--- src/rtl/rxbe_consts.vh ---
`ifndef RXBE_CONSTS_VH
`define RXBE_CONSTS_VH
// ****************************************
// Register offsets
// ****************************************
`define RXBE_ADDR_COMPARATOR 8'h1B
`define RXBE_ADDR_PEAK_HOLD 8'h1C
`define RXBE_ADDR_AUTO_OFF 8'h1D
`define RXBE_ADDR_DETECT 8'h1E
`define RXBE_ADDR_PEAK_LEVEL 8'h1F
`define RXBE_ADDR_DRIFT 8'h20
`define RXBE_ADDR_AVERAGE 8'h21
`define RXBE_ADDR_STRENGTH 8'h22
`define RXBE_ADDR_NOISE 8'h23
// ****************************************
// Reset values
// ****************************************
`define RXBE_RST_COMPARATOR 8'h60
`define RXBE_RST_PEAK_HOLD 8'h88
`define RXBE_RST_AUTO_OFF 8'h00
// ****************************************
// Field positions
// ****************************************
`define RXBE_CMP_DIV_HI 5
`define RXBE_CMP_DIV_LO 3
`define RXBE_NOTCH_HI 2
`define RXBE_NOTCH_LO 1
`define RXBE_PK_DIS_HI 7
`define RXBE_PK_DIS_LO 5
`define RXBE_PK_CHG_HI 4
`define RXBE_PK_CHG_LO 3
`define RXBE_DET_LOCK 7
`define RXBE_DET_STRENGTH 6
`define RXBE_DET_NOISE 5
`define RXBE_DET_PREAMBLE 4
// ****************************************
// Timing: ref clock 30.32 MHz, unit 2^15 ref periods
// ****************************************
`define RXBE_REF_CLK_HZ 30320000
`define RXBE_SYS_CLK_HZ 250000000
`define RXBE_REF_UNIT 32768
`define RXBE_ZERO_SETTING_UNITS 9'h0FF
// 2^15 reference periods counted in 4 ns system cycles
`define RXBE_UNIT_CYCLES 32'h0004_1F69
`endif

--- src/rtl/rxbe_regs.v ---
// Contract
// Comparator divider code selects tracking nr
// Nr-only tracking outside quick charge cases
// Notch code selects centre frequency
// Host sets notch trim bits for filter
// Host sets trims per detection type
// Discharge code selects tr, ASK+QC2
// Charge code selects tp, ASK+QC2
// AutoOff B timeout enters battery saving
// Period 2^15 ref times n-1, zero 255
// Delay count latched on entering run
// EEPROM mode holds delay count
// Bit 7 shows PLL lock
// Bits 6..4 show detector outputs
// Low four detect bits read zero
// Peak level reads zero in FSK
// ASK peak level without quick charge
// Drift saturates, zero when disabled
// Average reads zero when disabled
// Strength reads zero when disabled
// Noise level reads zero when disabled
`timescale 1ns/10ps
`default_nettype none
`include "rxbe_consts.vh"
module rxbe_regs #(
	parameter [31:0] UNIT_CYCLES = `RXBE_UNIT_CYCLES
) (
	input wire clk_sys,
	input wire reset_n,
	input wire wr_en,
	input wire [7:0] wr_addr,
	input wire [7:0] wr_data,
	input wire [7:0] rd_addr,
	output reg [7:0] rd_data,
	input wire eeprom_mode,
	input wire run_mode,
	input wire auto_off_b_enable,
	input wire quick_charge1_active,
	input wire quick_charge1_timeout,
	input wire quick_charge2_enable,
	input wire ref_above_threshold,
	input wire demod_type_select,
	input wire digital_enable,
	input wire pll_locked,
	input wire strength_detected_flag,
	input wire noise_detected_flag,
	input wire preamble_detected_flag,
	input wire strength_enable,
	input wire noise_enable,
	input wire preamble_enable,
	input wire [7:0] peak_raw_value,
	input wire [8:0] comparator_drift_value,
	input wire [7:0] comparator_average_value,
	input wire [7:0] strength_level_value,
	input wire [7:0] noise_level_value,
	output reg [10:0] comparator_tracking_divider,
	output reg [1:0] notch_centre_select,
	output reg use_nr_only,
	output reg [9:0] peak_discharge_coeff,
	output reg [6:0] peak_charge_coeff,
	output reg peak_coeffs_valid,
	output reg battery_save_req
);
	// ****************************************
	// Decoding helpers
	// ****************************************
	// Divider in units of 1/3 to keep x.3 and x.7 exact
	function [12:0] thirds_div;
		input [2:0] code;
		input [9:0] base;
		begin
			if (code[0])
				thirds_div = {3'b000, base} * 13'd4 << (code[2:1]);
			else
				thirds_div = {3'b000, base} * 13'd3 << (code[2:1]);
		end
	endfunction

	function write_hit;
		input en;
		input [7:0] a;
		input [7:0] target;
		begin
			write_hit = en && (a == target);
		end
	endfunction

	// ****************************************
	// Writable registers
	// ****************************************
	reg [7:0] comparator_settings;
	reg [7:0] peak_hold_settings;
	reg [7:0] auto_off_b_duration;
	reg run_q;
	wire enter_run = run_mode && !run_q;

	always @(posedge clk_sys) begin
		if (!reset_n) begin
			comparator_settings <= `RXBE_RST_COMPARATOR;
			peak_hold_settings <= `RXBE_RST_PEAK_HOLD;
			auto_off_b_duration <= `RXBE_RST_AUTO_OFF;
			run_q <= 1'b0;
		end else begin
			run_q <= run_mode;
			if (write_hit(wr_en, wr_addr, `RXBE_ADDR_COMPARATOR))
				comparator_settings <= wr_data;
			if (write_hit(wr_en, wr_addr, `RXBE_ADDR_PEAK_HOLD))
				peak_hold_settings <= wr_data;
			if (write_hit(wr_en, wr_addr, `RXBE_ADDR_AUTO_OFF) &&
					!eeprom_mode)
				auto_off_b_duration <= wr_data;
		end
	end

	// ****************************************
	// Coefficient outputs
	// ****************************************
	wire [2:0] cmp_code = comparator_settings[`RXBE_CMP_DIV_HI:
		`RXBE_CMP_DIV_LO];
	wire [2:0] dis_code = peak_hold_settings[`RXBE_PK_DIS_HI:
		`RXBE_PK_DIS_LO];
	wire [1:0] chg_code = peak_hold_settings[`RXBE_PK_CHG_HI:
		`RXBE_PK_CHG_LO];
	wire [12:0] cmp_thirds = thirds_div(cmp_code, 10'd128);
	wire [12:0] dis_thirds = thirds_div(dis_code, 10'd64);
	// Largest code gives 1365, so eleven bits always suffice
	wire [12:0] cmp_whole = cmp_thirds / 13'd3;
	wire [12:0] dis_whole = dis_thirds / 13'd3;

	always @(posedge clk_sys) begin
		if (!reset_n) begin
			comparator_tracking_divider <= 11'h000;
			notch_centre_select <= 2'b00;
			use_nr_only <= 1'b1;
			peak_discharge_coeff <= 10'h000;
			peak_charge_coeff <= 7'h00;
			peak_coeffs_valid <= 1'b0;
		end else begin
			// Whole part of nr, thirds truncated
			comparator_tracking_divider <= cmp_whole[10:0];
			notch_centre_select <= comparator_settings[`RXBE_NOTCH_HI:
				`RXBE_NOTCH_LO];
			use_nr_only <= (!quick_charge1_active &&
				!quick_charge2_enable) || quick_charge1_timeout ||
				!ref_above_threshold;
			peak_discharge_coeff <= dis_whole[9:0];
			peak_charge_coeff <= 7'd8 << chg_code;
			peak_coeffs_valid <= demod_type_select &&
				quick_charge2_enable;
		end
	end

	// ****************************************
	// AutoOff Type B timer
	// ****************************************
	wire unit_tick;
	reg [8:0] units_left;
	reg timer_armed;
	wire any_detect = strength_detected_flag || noise_detected_flag ||
		preamble_detected_flag;

	rxbe_tick_gen #(
		.UNIT_CYCLES(UNIT_CYCLES)
	) rxbe_tick_gen_inst (
		.clk_sys(clk_sys),
		.reset_n(reset_n),
		.run(timer_armed),
		.tick(unit_tick)
	);

	always @(posedge clk_sys) begin
		if (!reset_n) begin
			units_left <= 9'h000;
			timer_armed <= 1'b0;
			battery_save_req <= 1'b0;
		end else if (!run_mode) begin
			timer_armed <= 1'b0;
			battery_save_req <= 1'b0;
		end else if (enter_run) begin
			// Latch happens this edge, so load from the source
			units_left <= (auto_off_b_duration == 8'h00) ?
				`RXBE_ZERO_SETTING_UNITS :
				{1'b0, auto_off_b_duration} - 9'd1;
			timer_armed <= auto_off_b_enable;
		end else if (timer_armed) begin
			if (any_detect || !auto_off_b_enable) begin
				timer_armed <= 1'b0;
			end else if (units_left == 9'h000) begin
				battery_save_req <= 1'b1;
				timer_armed <= 1'b0;
			end else if (unit_tick) begin
				units_left <= units_left - 9'd1;
			end
		end
	end

	// ****************************************
	// Read mux, registered
	// ****************************************
	reg [7:0] next_rd_data;
	always @* begin
		next_rd_data = 8'h00;
		case (rd_addr)
		`RXBE_ADDR_COMPARATOR: next_rd_data = comparator_settings;
		`RXBE_ADDR_PEAK_HOLD: next_rd_data = peak_hold_settings;
		`RXBE_ADDR_AUTO_OFF: next_rd_data = auto_off_b_duration;
		`RXBE_ADDR_DETECT: begin
			next_rd_data[`RXBE_DET_LOCK] = pll_locked;
			next_rd_data[`RXBE_DET_STRENGTH] = strength_enable &&
				strength_detected_flag;
			next_rd_data[`RXBE_DET_NOISE] = noise_enable &&
				noise_detected_flag;
			next_rd_data[`RXBE_DET_PREAMBLE] = preamble_enable &&
				preamble_detected_flag;
			next_rd_data[3:0] = 4'h0;
		end
		`RXBE_ADDR_PEAK_LEVEL:
			next_rd_data = demod_type_select ? peak_raw_value :
				8'h00;
		`RXBE_ADDR_DRIFT:
			next_rd_data = !digital_enable ? 8'h00 :
				(comparator_drift_value[8] ? 8'hFF :
				comparator_drift_value[7:0]);
		`RXBE_ADDR_AVERAGE:
			next_rd_data = digital_enable ?
				comparator_average_value : 8'h00;
		`RXBE_ADDR_STRENGTH:
			next_rd_data = strength_enable ?
				strength_level_value : 8'h00;
		`RXBE_ADDR_NOISE:
			next_rd_data = noise_enable ? noise_level_value :
				8'h00;
		default: next_rd_data = 8'h00;
		endcase
	end

	always @(posedge clk_sys) begin
		if (!reset_n)
			rd_data <= 8'h00;
		else
			rd_data <= next_rd_data;
	end
endmodule
`default_nettype wire

--- src/rtl/rxbe_tick_gen.v ---
`timescale 1ns/10ps
`default_nettype none
`include "rxbe_consts.vh"
// ****************************************
// Timer unit tick: one pulse per 2^15 reference periods
// ****************************************
module rxbe_tick_gen #(
	parameter [31:0] UNIT_CYCLES = `RXBE_UNIT_CYCLES
) (
	input wire clk_sys,
	input wire reset_n,
	input wire run,
	output reg tick
);
	reg [31:0] count;
	always @(posedge clk_sys) begin
		if (!reset_n || !run) begin
			count <= 32'h0000_0000;
			tick <= 1'b0;
		end else if (count >= UNIT_CYCLES - 32'd1) begin
			count <= 32'h0000_0000;
			tick <= 1'b1;
		end else begin
			count <= count + 32'd1;
			tick <= 1'b0;
		end
	end
endmodule
`default_nettype wire
--- config.mk ---
export PLATFORM = sky130hd
export DESIGN_NAME = rxbe_regs
export DESIGN_NICKNAME = d
export VERILOG_FILES = /design/src/rtl/rxbe_regs.v /design/src/rtl/rxbe_tick_gen.v
export VERILOG_INCLUDE_DIRS = /design/src /design/src/rtl
export SDC_FILE = /design/constraint.sdc
export NUM_CORES = 1
export LEC_CHECK = 0
export ABC_AREA = 0
export BUFFER_PORTS_ARGS = -buffer_cell sky130_fd_sc_hd__buf_2
export CORE_MARGIN = 2
export CORE_UTILIZATION = 49
export DETAILED_ROUTE_END_ITERATION = 16
export PLACE_DENSITY = 0.74
export SETUP_SLACK_MARGIN = 0.1
export SLEW_MARGIN = 20
export SYNTH_ARGS = -nofsm -noshare
export SYNTH_HDL_FRONTEND = slang
export SYNTH_SLANG_ARGS = --single-unit
--- constraint.sdc ---
create_clock -name clk_sys -period 5.33 [get_ports clk_sys]
set_clock_uncertainty 0.2 [all_clocks]
set_input_delay 1.066 -clock clk_sys [delete_from_list [all_inputs] [get_ports clk_sys]]
set_output_delay 1.066 -clock clk_sys [all_outputs]
set_load 0.05 [all_outputs]
# After elaboration in Yosys (flattened, before gate mapping)
# Index checks and enable logic that the tools add are counted.
# W data, S select, Z words.
[totals] in_bits=84 ff_bits=109 word_cells=95
[op_classes] shift=5 n_mux=20 n_reduce_logical=32 add_sub_neg=3 magnitude_cmp=1 eq_ne=14 n_bitwise=2 div=2
[op_table] operator="$pmux W8 S9" n=1
[op_table] operator="$eq A8 B5 Y1 const B" n=8
[op_table] operator="$mux W9" n=6
[op_table] operator="$mux W8" n=6
[op_table] operator="$add A32 B1 Y32 const B" n=1
[op_table] operator="$eq A8 B6 Y1 const B" n=4
[op_table] operator="$ge A32 B19 Y1 const B" n=1
[op_table] operator="$div A13 B2 Y13 const B" n=2
[op_table] operator="$mux W13" n=2
[op_table] operator="$shl A9 B2 Y13 const A" n=2
[op_table] operator="$shl A10 B2 Y13 const A" n=1
[op_table] operator="$shl A8 B2 Y13 const A" n=1
[op_table] operator="$logic_and A1 B1 Y1" n=10
[op_table] operator="$logic_not A9 Y1" n=1
[op_table] operator="$sub A8 B1 Y9 const B" n=1
[op_table] operator="$sub A9 B1 Y9 const B" n=1
[op_table] operator="$logic_not A1 Y1" n=8
[op_table] operator="$logic_not A8 Y1" n=1
[op_table] operator="$shl A4 B2 Y7 const A" n=1
[op_table] operator="$logic_or A1 B1 Y1" n=6
[op_table] operator="$mux W1" n=5
[op_table] operator="$reduce_and A5 Y1" n=1
[op_table] operator="$ne A2 B2 Y1 const B" n=2
[op_table] operator="$reduce_and A4 Y1" n=1
[op_table] operator="other kinds (4)" n=6

# Depth between registers and ports, before layout
# Gate-level depths: netlist of the first run.
[depth] word_depth=6 ltp_mapped=29 ltp_nobuf=26

# Hierarchy
# A second synthesis of the first run with hierarchy kept.
[unflattened] hier_cells=612 hier_area_um2=5225.0
[by_module_without_submodules] module="rxbe_regs" instances=1 seq_area_each_um2=1381.3 cells_per_inst=484 area_each_um2=3943.8
[by_module_without_submodules] module="rxbe_tick_gen" instances=1 seq_area_each_um2=660.6 cells_per_inst=128 area_each_um2=1281.2

# Least setup slack after synthesis of the first run
# No wires, ideal clock.
[synth_path] path_kind="reg-to-reg" start="reg comparator_settings[3]" end="reg comparator_tracking_divider[0]" setup_slack_ps=-476 stages_incl_launch_ff=29 arrival_ps=5491 required_time_ps=5014 path_cell_list="dfxtp_1 > clkbuf_1 > buf_2 > inv_1 > ha_1 > buf_2 > or4bb_1 > o311ai_1 > a21oi_1 > ha_1 > a211oi_1 > a32oi_1 > a31oi_1 > a21oi_1 > ha_1 > inv_1 > a31o_2 > nor4b_1 > a22oi_1 > nand2_1 > ha_1 > and2_1 > a41oi_1 > o21ai_0 > a21oi_1 > nor3_1 > ha_1 > or4b_1 > and3_1"
[synth_between] elab_chain_len=2
[synth_rtl] element="start, declared" line="rxbe_regs.v:91" text="reg [7:0] comparator_settings;"
[synth_rtl] element="start signal, assigned" line="rxbe_regs.v:99" text="comparator_settings <= `RXBE_RST_COMPARATOR;"
[synth_rtl] element="start signal, assigned" line="rxbe_regs.v:106" text="comparator_settings <= wr_data;"
[synth_rtl] element="$mux W13" line="rxbe_regs.v:72" text="if (code[0])"
[synth_rtl] element="$div A13 B2 Y13" line="rxbe_regs.v:127" text="wire [12:0] cmp_whole = cmp_thirds / 13'd3;"
[synth_rtl] element="end signal, assigned" line="rxbe_regs.v:140" text="comparator_tracking_divider <= cmp_whole[10:0];"
[synth_rtl] element="end, declared" line="rxbe_regs.v:56" text="output reg [10:0] comparator_tracking_divider,"
# No other way between the ends.
# A chain may end at the register's enable or synchronous reset.

# Worst setup path in the final report of the first run
# Same ends and word-level chain as after synthesis.

==> flow_metrics.tcl, run 1 <==
set metrics [dict create \
    drive_gt1_frac 0.262 \
    critical_path_arrival_ns 5.30 \
    cts_tree "built" \
    pin_count 125 \
    ys_types 73 \
    post-route-drc-count 0 \
    first_pass_iters 6 \
    grt_util_all_layers 0.225 \
    ys_ff_latch 102 \
    clockBufferDepth 2 \
    irDropWorstVdd_uv 157 \
    dpl_worst_slack_ns 0.0139 \
    cp_top_family "simple AND/OR/NAND/NOR gates" \
    numCtsBuffers 9 \
    finalHoldViolCount 0 \
    worstReg2RegEnd "comparator_tracking_divider[0]" \
    synth_area_leaders "dfxtp_1 (38%), mux2i_1 (5.5%), nand2_1 (4.9%), ha_1 (4.5%), nor2b_1 (4.4%)" \
    rr_startpoint "comparator_settings[3]" \
    yosys.area.top_type "dfxtp_1" \
    hold_path_class "reg -> reg" \
    crit_path_end_kind "flip-flop" \
    setup_viol 0 \
    reg2reg_slack_ns 0.12 \
    seq_area_frac_synth 0.384 \
    via_per_inst 5.55 \
    path_common_cell "a21oi_2" \
    syn_avg_cell_area_um2 8.48 \
    ys.flop_type "dfxtp_1" \
    maxCapViolCount 0 \
    r2r_cells 25 \
    cp-start-kind "flip-flop" \
    drv_slew 0 \
    period_share 0.978 \
    min_to "units_left[8]" \
    clock_sinks 102 \
    coreArea_um2 10700 \
    ant_nets 0 \
    antenna_found_initial 0 \
    syn_inst 627 \
    n_antenna_cell 0 \
    p_leak_nw 2.87 \
    ys_async_sr_fraction 0 \
    worst-path-buf-inv 2 \
    hp-start "units_left[8]" \
    ctsHtreeMaxLevel 3 \
    synth-edff-count 0 \
    initial_core_util 0.497 \
    nets 855 \
    overflow 0 \
    grt_max_degree 62 \
    die_w_um 108 \
    clkLatencyLatePin_ns 0.38 \
    setup_ws_ns 0.116 \
    rows 38 \
    syn_to_final_growth_pct 21.4 \
    cp_slowest_cell "or4bb_4" \
    clk_pin_slew_ns 0.11 \
    critPathMaxStageDelay_ns 0.48 \
    run_status "finished, final reports clean" \
    cts-root-buf "clkbuf_8" \
    powerDensity_nw_per_um2 215 \
    drt-initial-drc-count 266 \
    worstPathRequired_ns 5.42 \
    fmax_ghz 0.192 \
    drt_wl_total_mm 13.8 \
    maxSlewHeadroom 0.543 \
    dieArea_um2 11700 \
    syn_area_um2 5320 \
    hold_path_depth 2 \
    critPathMaxFanout 4 \
    yosysWarnings 0 \
    grt_pass1_wl_mm 21.2 \
    synth_top_area_frac 0.384 \
    dp_hpwl_mm 9.82 \
    tightestPinTransition_ns 0.683 \
    rsz0062_at_grt "true" \
    grt_pass1_vias 4562 \
    wire_per_inst_um 15.3 \
    totalPowerFinal_mw 1.39 \
    globalplace.congestion 0.907 \
    period_minus_slack_ns 5.21 \
    vias 4980 \
    path_class "reg -> reg" \
    die_h_um 108 \
    io_buffers 121 \
]
[worst min-delay path: stages, from the launching register on]
cell	delay (ns)
dfxtp_1	0.33
nand3_1	0.06
a21oi_1	0.04
[per-layer routing]
metal | GRT usage | share of wire | up-vias
met4 | 0.0650 | 0.014 | 0
met5 | 0 | 0 | -
li1 | - | - | 2429
met3 | 0.0410 | 0.056 | 21
met2 | 0.380 | 0.49 | 162
met1 | 0.295 | 0.44 | 2368
[layout make-up]
cell class / instances / area [um^2]
clock buffer: 9 / 124
clock inverter: 7 / 63.8
fill: 967 / 4240
inverter: 26 / 100
multi-input combinational: 474 / 3200
sequential: 102 / 2050
tap: 140 / 175
timing repair buffer: 139 / 748
[power by group]
group          switching (mW)  total, mW  internal [mW]  leakage [nW]
logic                  0.0754      0.130         0.0542          1.95
clock network           0.296      0.478          0.181        0.0956
registers             0.00758      0.783          0.775         0.831
[state kept, by name, indices dropped and copies added (netlist names)]
| name | cells |
|---|---|
| run_q | 1 |
| battery_save_req | 1 |
| rxbe_tick_gen_inst.tick | 1 |
| use_nr_only | 1 |
| notch_centre_select | 2 |
| peak_coeffs_valid | 1 |
| rd_data | 8 |
| auto_off_b_duration | 8 |
| units_left | 9 |
| peak_discharge_coeff | 6 |
| comparator_tracking_divider | 11 |
| timer_armed | 1 |
| peak_charge_coeff | 4 |
| rxbe_tick_gen_inst.count | 32 |
| peak_hold_settings | 8 |
| comparator_settings | 8 |
[stage by stage]
stage	hold slack [ns]	instance area, um^2	TNS (ns)	std cells	utilization
6_report	0.258	6460	0	897	0.604
5_1_grt	0.285	6460	-0.0777	897	0.604
4_1_cts	0.255	6320	0	891	0.591
3_5_place_dp	0.238	6060	0	868	0.566
3_3_place_gp	0.226	6060	0	868	0.566
2_1_floorplan	0.220	5460	0	642	-
[layout by cell type, fill, tap and decap left out, types with 9 or more instances in the layout]
cell / Yosys / routed
ha_1: 19 / 15
dfxtp_1: 102 / 100
and2_1: 10 / 9
buf_4: 7 / 16
o21ai_0: 21 / 20
clkbuf_8: 0 / 9
mux2i_1: 29 / 29
xor2_1: 12 / 12
a21oi_1: 20 / 17
a31oi_1: 10 / 10
and3_1: 15 / 15
nor3_1: 11 / 10
nor2_1: 59 / 58
conb_1: 1 / 16
buf_2: 5 / 121
nand3_1: 22 / 22
nor2b_1: 37 / 36
inv_1: 26 / 23
xnor2_1: 9 / 9
nand2_1: 69 / 68
[cells by family (layout without fill, tap and decap cells)]
| logic type | count (synthesis) | in the layout | synth area share |
|---|---|---|---|
| XOR/XNOR | 21 | 21 | 0.0346 |
| multiplexers | 32 | 32 | 0.0609 |
| AO/OA/AOI/OAI | 117 | 117 | 0.159 |
| other | 1 | 16 | 0.000705 |
| adder cells (fa/ha/maj) | 19 | 19 | 0.0447 |
| buffers and inverters | 66 | 181 | 0.0541 |
| AND/OR/NAND/NOR | 269 | 269 | 0.262 |
| flip-flops | 102 | 102 | 0.384 |
[worst max path at each step]
stage,startpoint,to,slack (ns),cells past startpoint
after floorplan,comparator_settings[3],comparator_tracking_divider[0],0.10,28
after global placement,comparator_settings[4],comparator_tracking_divider[0],0.19,25
after detailed placement,comparator_settings[4],comparator_tracking_divider[0],0.01,25
after CTS,comparator_settings[4],comparator_tracking_divider[0],0.13,25
after global routing,comparator_settings[3],comparator_tracking_divider[0],-0.08,25
final,comparator_settings[3],comparator_tracking_divider[0],0.12,25
[synthesized netlist by cell type, drive strengths merged (4+ instances only)]
cell	count
a21oi	20
o311ai	5
o21ai	23
and2	11
nor4	4
and3	15
a222oi	4
dfxtp	102
mux2i	29
o211ai	4
xnor2	9
buf	14
xor2	12
o221a	4
nand2	69
nand3b	4
inv	26
a32oi	4
nor2	59
a31oi	10
nor3b	4
ha	19
nor3	11
nand3	22
nand2b	7
clkbuf	26
a22oi	8
nor2b	38
a21boi	7
[repair_timing]
action,4_1_cts,5_1_grt
gates resized for setup,3,22
gates cloned,0,0
setup endpoints to repair,1,2
hold buffers,0,0
pin swaps,7,14
buffers inserted,7,6
(Power assumes the default switching activity.)
==> inputs of run 2 (changes only) <==
- REMOVE_ABC_BUFFERS: unset -> 1
==> flow_metrics.tcl, run 2 (synthesis results as in run 1) <==
set metrics [dict create \
    pin_count 125 \
    first_pass_iters 5 \
    globalplace.congestion 0.918 \
    final_common_cell "buf_2" \
    drt-initial-drc-count 346 \
    clock_power_share 0.383 \
    nets 855 \
    coreArea_um2 10700 \
    powerDensity_nw_per_um2 229 \
    wl_met3_um 786 \
    period_share 0.998 \
    grt_pass1_vias 4700 \
    drt_wl_total_mm 13.6 \
    finalHoldViolCount 0 \
    wire_per_inst_um 15.2 \
    initial_core_util 0.497 \
    sw_frac_of_total 0.248 \
    path_class "reg -> reg" \
    p_leak_nw 2.89 \
    io_buffers 121 \
    drive_gt1_frac 0.258 \
    power.share.combinational 0.088 \
    largest_reg_flops 32 \
    die_w_um 108 \
    met2_length_mm 6.85 \
    largest_register "rxbe_tick_gen_inst.count" \
    tightestPinTransition_ns 0.802 \
    cp-start-kind "flip-flop" \
    worstPathRequired_ns 5.41 \
    critPathMaxStageDelay_ns 0.54 \
    fillers 923 \
    cts-root-buf "clkbuf_8" \
    critPathMaxFanout 4 \
    dieArea_um2 11700 \
    multi_input_area_um2 3170 \
    critical_path_arrival_ns 5.40 \
    via_per_inst 5.51 \
    vias 4941 \
    met1Wirelength_mm 5.81 \
    hold_path_class "reg -> reg" \
    ant_nets 0 \
    rsz0062_at_grt "true" \
    clk_pin_slew_ns 0.11 \
    totalPowerFinal_mw 1.48 \
    period_minus_slack_ns 5.32 \
    dp_hpwl_mm 10.0 \
    reg_top3 "rxbe_tick_gen_inst.count x32, comparator_tracking_divider x11, units_left x9" \
    p_int_mw 1.11 \
    clockBufferDepth 2 \
    setup_viol 0 \
    grt_pass1_wl_mm 21.7 \
    antenna_found_initial 0 \
    switchingPower_mw 0.367 \
    numCtsBuffers 9 \
    syn_to_final_growth_pct 21.6 \
    mostFrequentLayoutCells "buf_2 (121), dfxtp_1 (100), nand2_1 (68), nor2_1 (59), nor2b_1 (37)" \
    crit_path_end_kind "flip-flop" \
    grt_max_degree 35 \
    maxSlewHeadroom 0.460 \
    run_status "finished, final reports clean" \
    irDropWorstVdd_uv 200 \
    cts_tree "built" \
    rows 38 \
    p_seq_frac 0.529 \
    n_antenna_cell 0 \
    grt_util_all_layers 0.232 \
    clock_sinks 102 \
    fmax_ghz 0.188 \
    drv_slew 0 \
    hold_ws_ns 0.262 \
    ff_latch_area_um2 2040 \
    path_common_cell "ha_1" \
    clkLatencyLatePin_ns 0.37 \
    post-route-drc-count 0 \
    overflow 0 \
    cp_slowest_cell "or4bb_4" \
    maxCapViolCount 0 \
    fin_util 0.605 \
    die_h_um 108 \
    routed.top_layer "met4" \
    ctsHtreeMaxLevel 3 \
]
==> run 2: final cells by class <==
class / count / share of cell area
Multi-Input combinational cell: 474 / 0.489
Inverter: 26 / 0.0155
Clock buffer: 10 / 0.0213
Timing Repair Buffer: 139 / 0.116
Clock inverter: 6 / 0.0151
Tap cell: 140 / 0.0271
Sequential cell: 102 / 0.316
==> run 2: worst max-delay path: cells and delay by family, from the launching register on <==
family	cells	cell delay [ns]
AO/OA/AOI/OAI	7	0.90
flip-flops	1	0.38
buffers and inverters	6	0.55
adder cells (fa/ha/maj)	5	1.35
AND/OR/NAND/NOR	7	1.86
==> run 2: through the flow <==
stage / setup TNS, ns / cell area, um^2 / worst slack (ns) / instances
2_1_floorplan: -0.382 / 5180 / -0.373 / 602
3_3_place_gp: 0 / 6060 / 0.0558 / 875
3_5_place_dp: -0.231 / 6060 / -0.231 / 875
4_1_cts: 0 / 6370 / 0.100 / 895
5_1_grt: -0.130 / 6470 / -0.130 / 897
6_report: 0 / 6470 / 0.00879 / 897
==> run 2: routing by layer <==
layer / track usage / vias up
met2: 0.402 / 153
li1: - / 2434
met4: 0.0778 / 0
met5: 0 / -
met1: 0.292 / 2333
met3: 0.0422 / 21
==> run 2: power by group through the flow <==
stage / Clock, mW / Sequential [mW] / Combinational (mW)
2_1_floorplan: 0 / 0.809 / 0.0544
3_3_place_gp: 0 / 0.801 / 0.123
3_5_place_dp: 0 / 0.801 / 0.126
4_1_cts: 0.579 / 0.783 / 0.128
5_1_grt: 0.613 / 0.785 / 0.143
6_report: 0.568 / 0.784 / 0.131
==> run 2: repair_timing <==
action | in CTS | in global routing
buffers inserted | 4 | 2
pin swaps | 4 | 12
gates resized for setup | 11 | 19
hold buffers | 0 | 0
hold endpoints to repair | 0 | 0
setup endpoints to repair | 2 | 2
==> run 2: path summary, 6_finish.rpt <==
path / from / depth (start not counted) / to / slack, ns
max: comparator_settings[3] / 25 / comparator_tracking_divider[0] / 0.009
max reg2reg: comparator_settings[3] / 25 / comparator_tracking_divider[0] / 0.009
min reg2reg: units_left[8] / 2 / units_left[8] / 0.26
min: units_left[8] / 2 / units_left[8] / 0.26
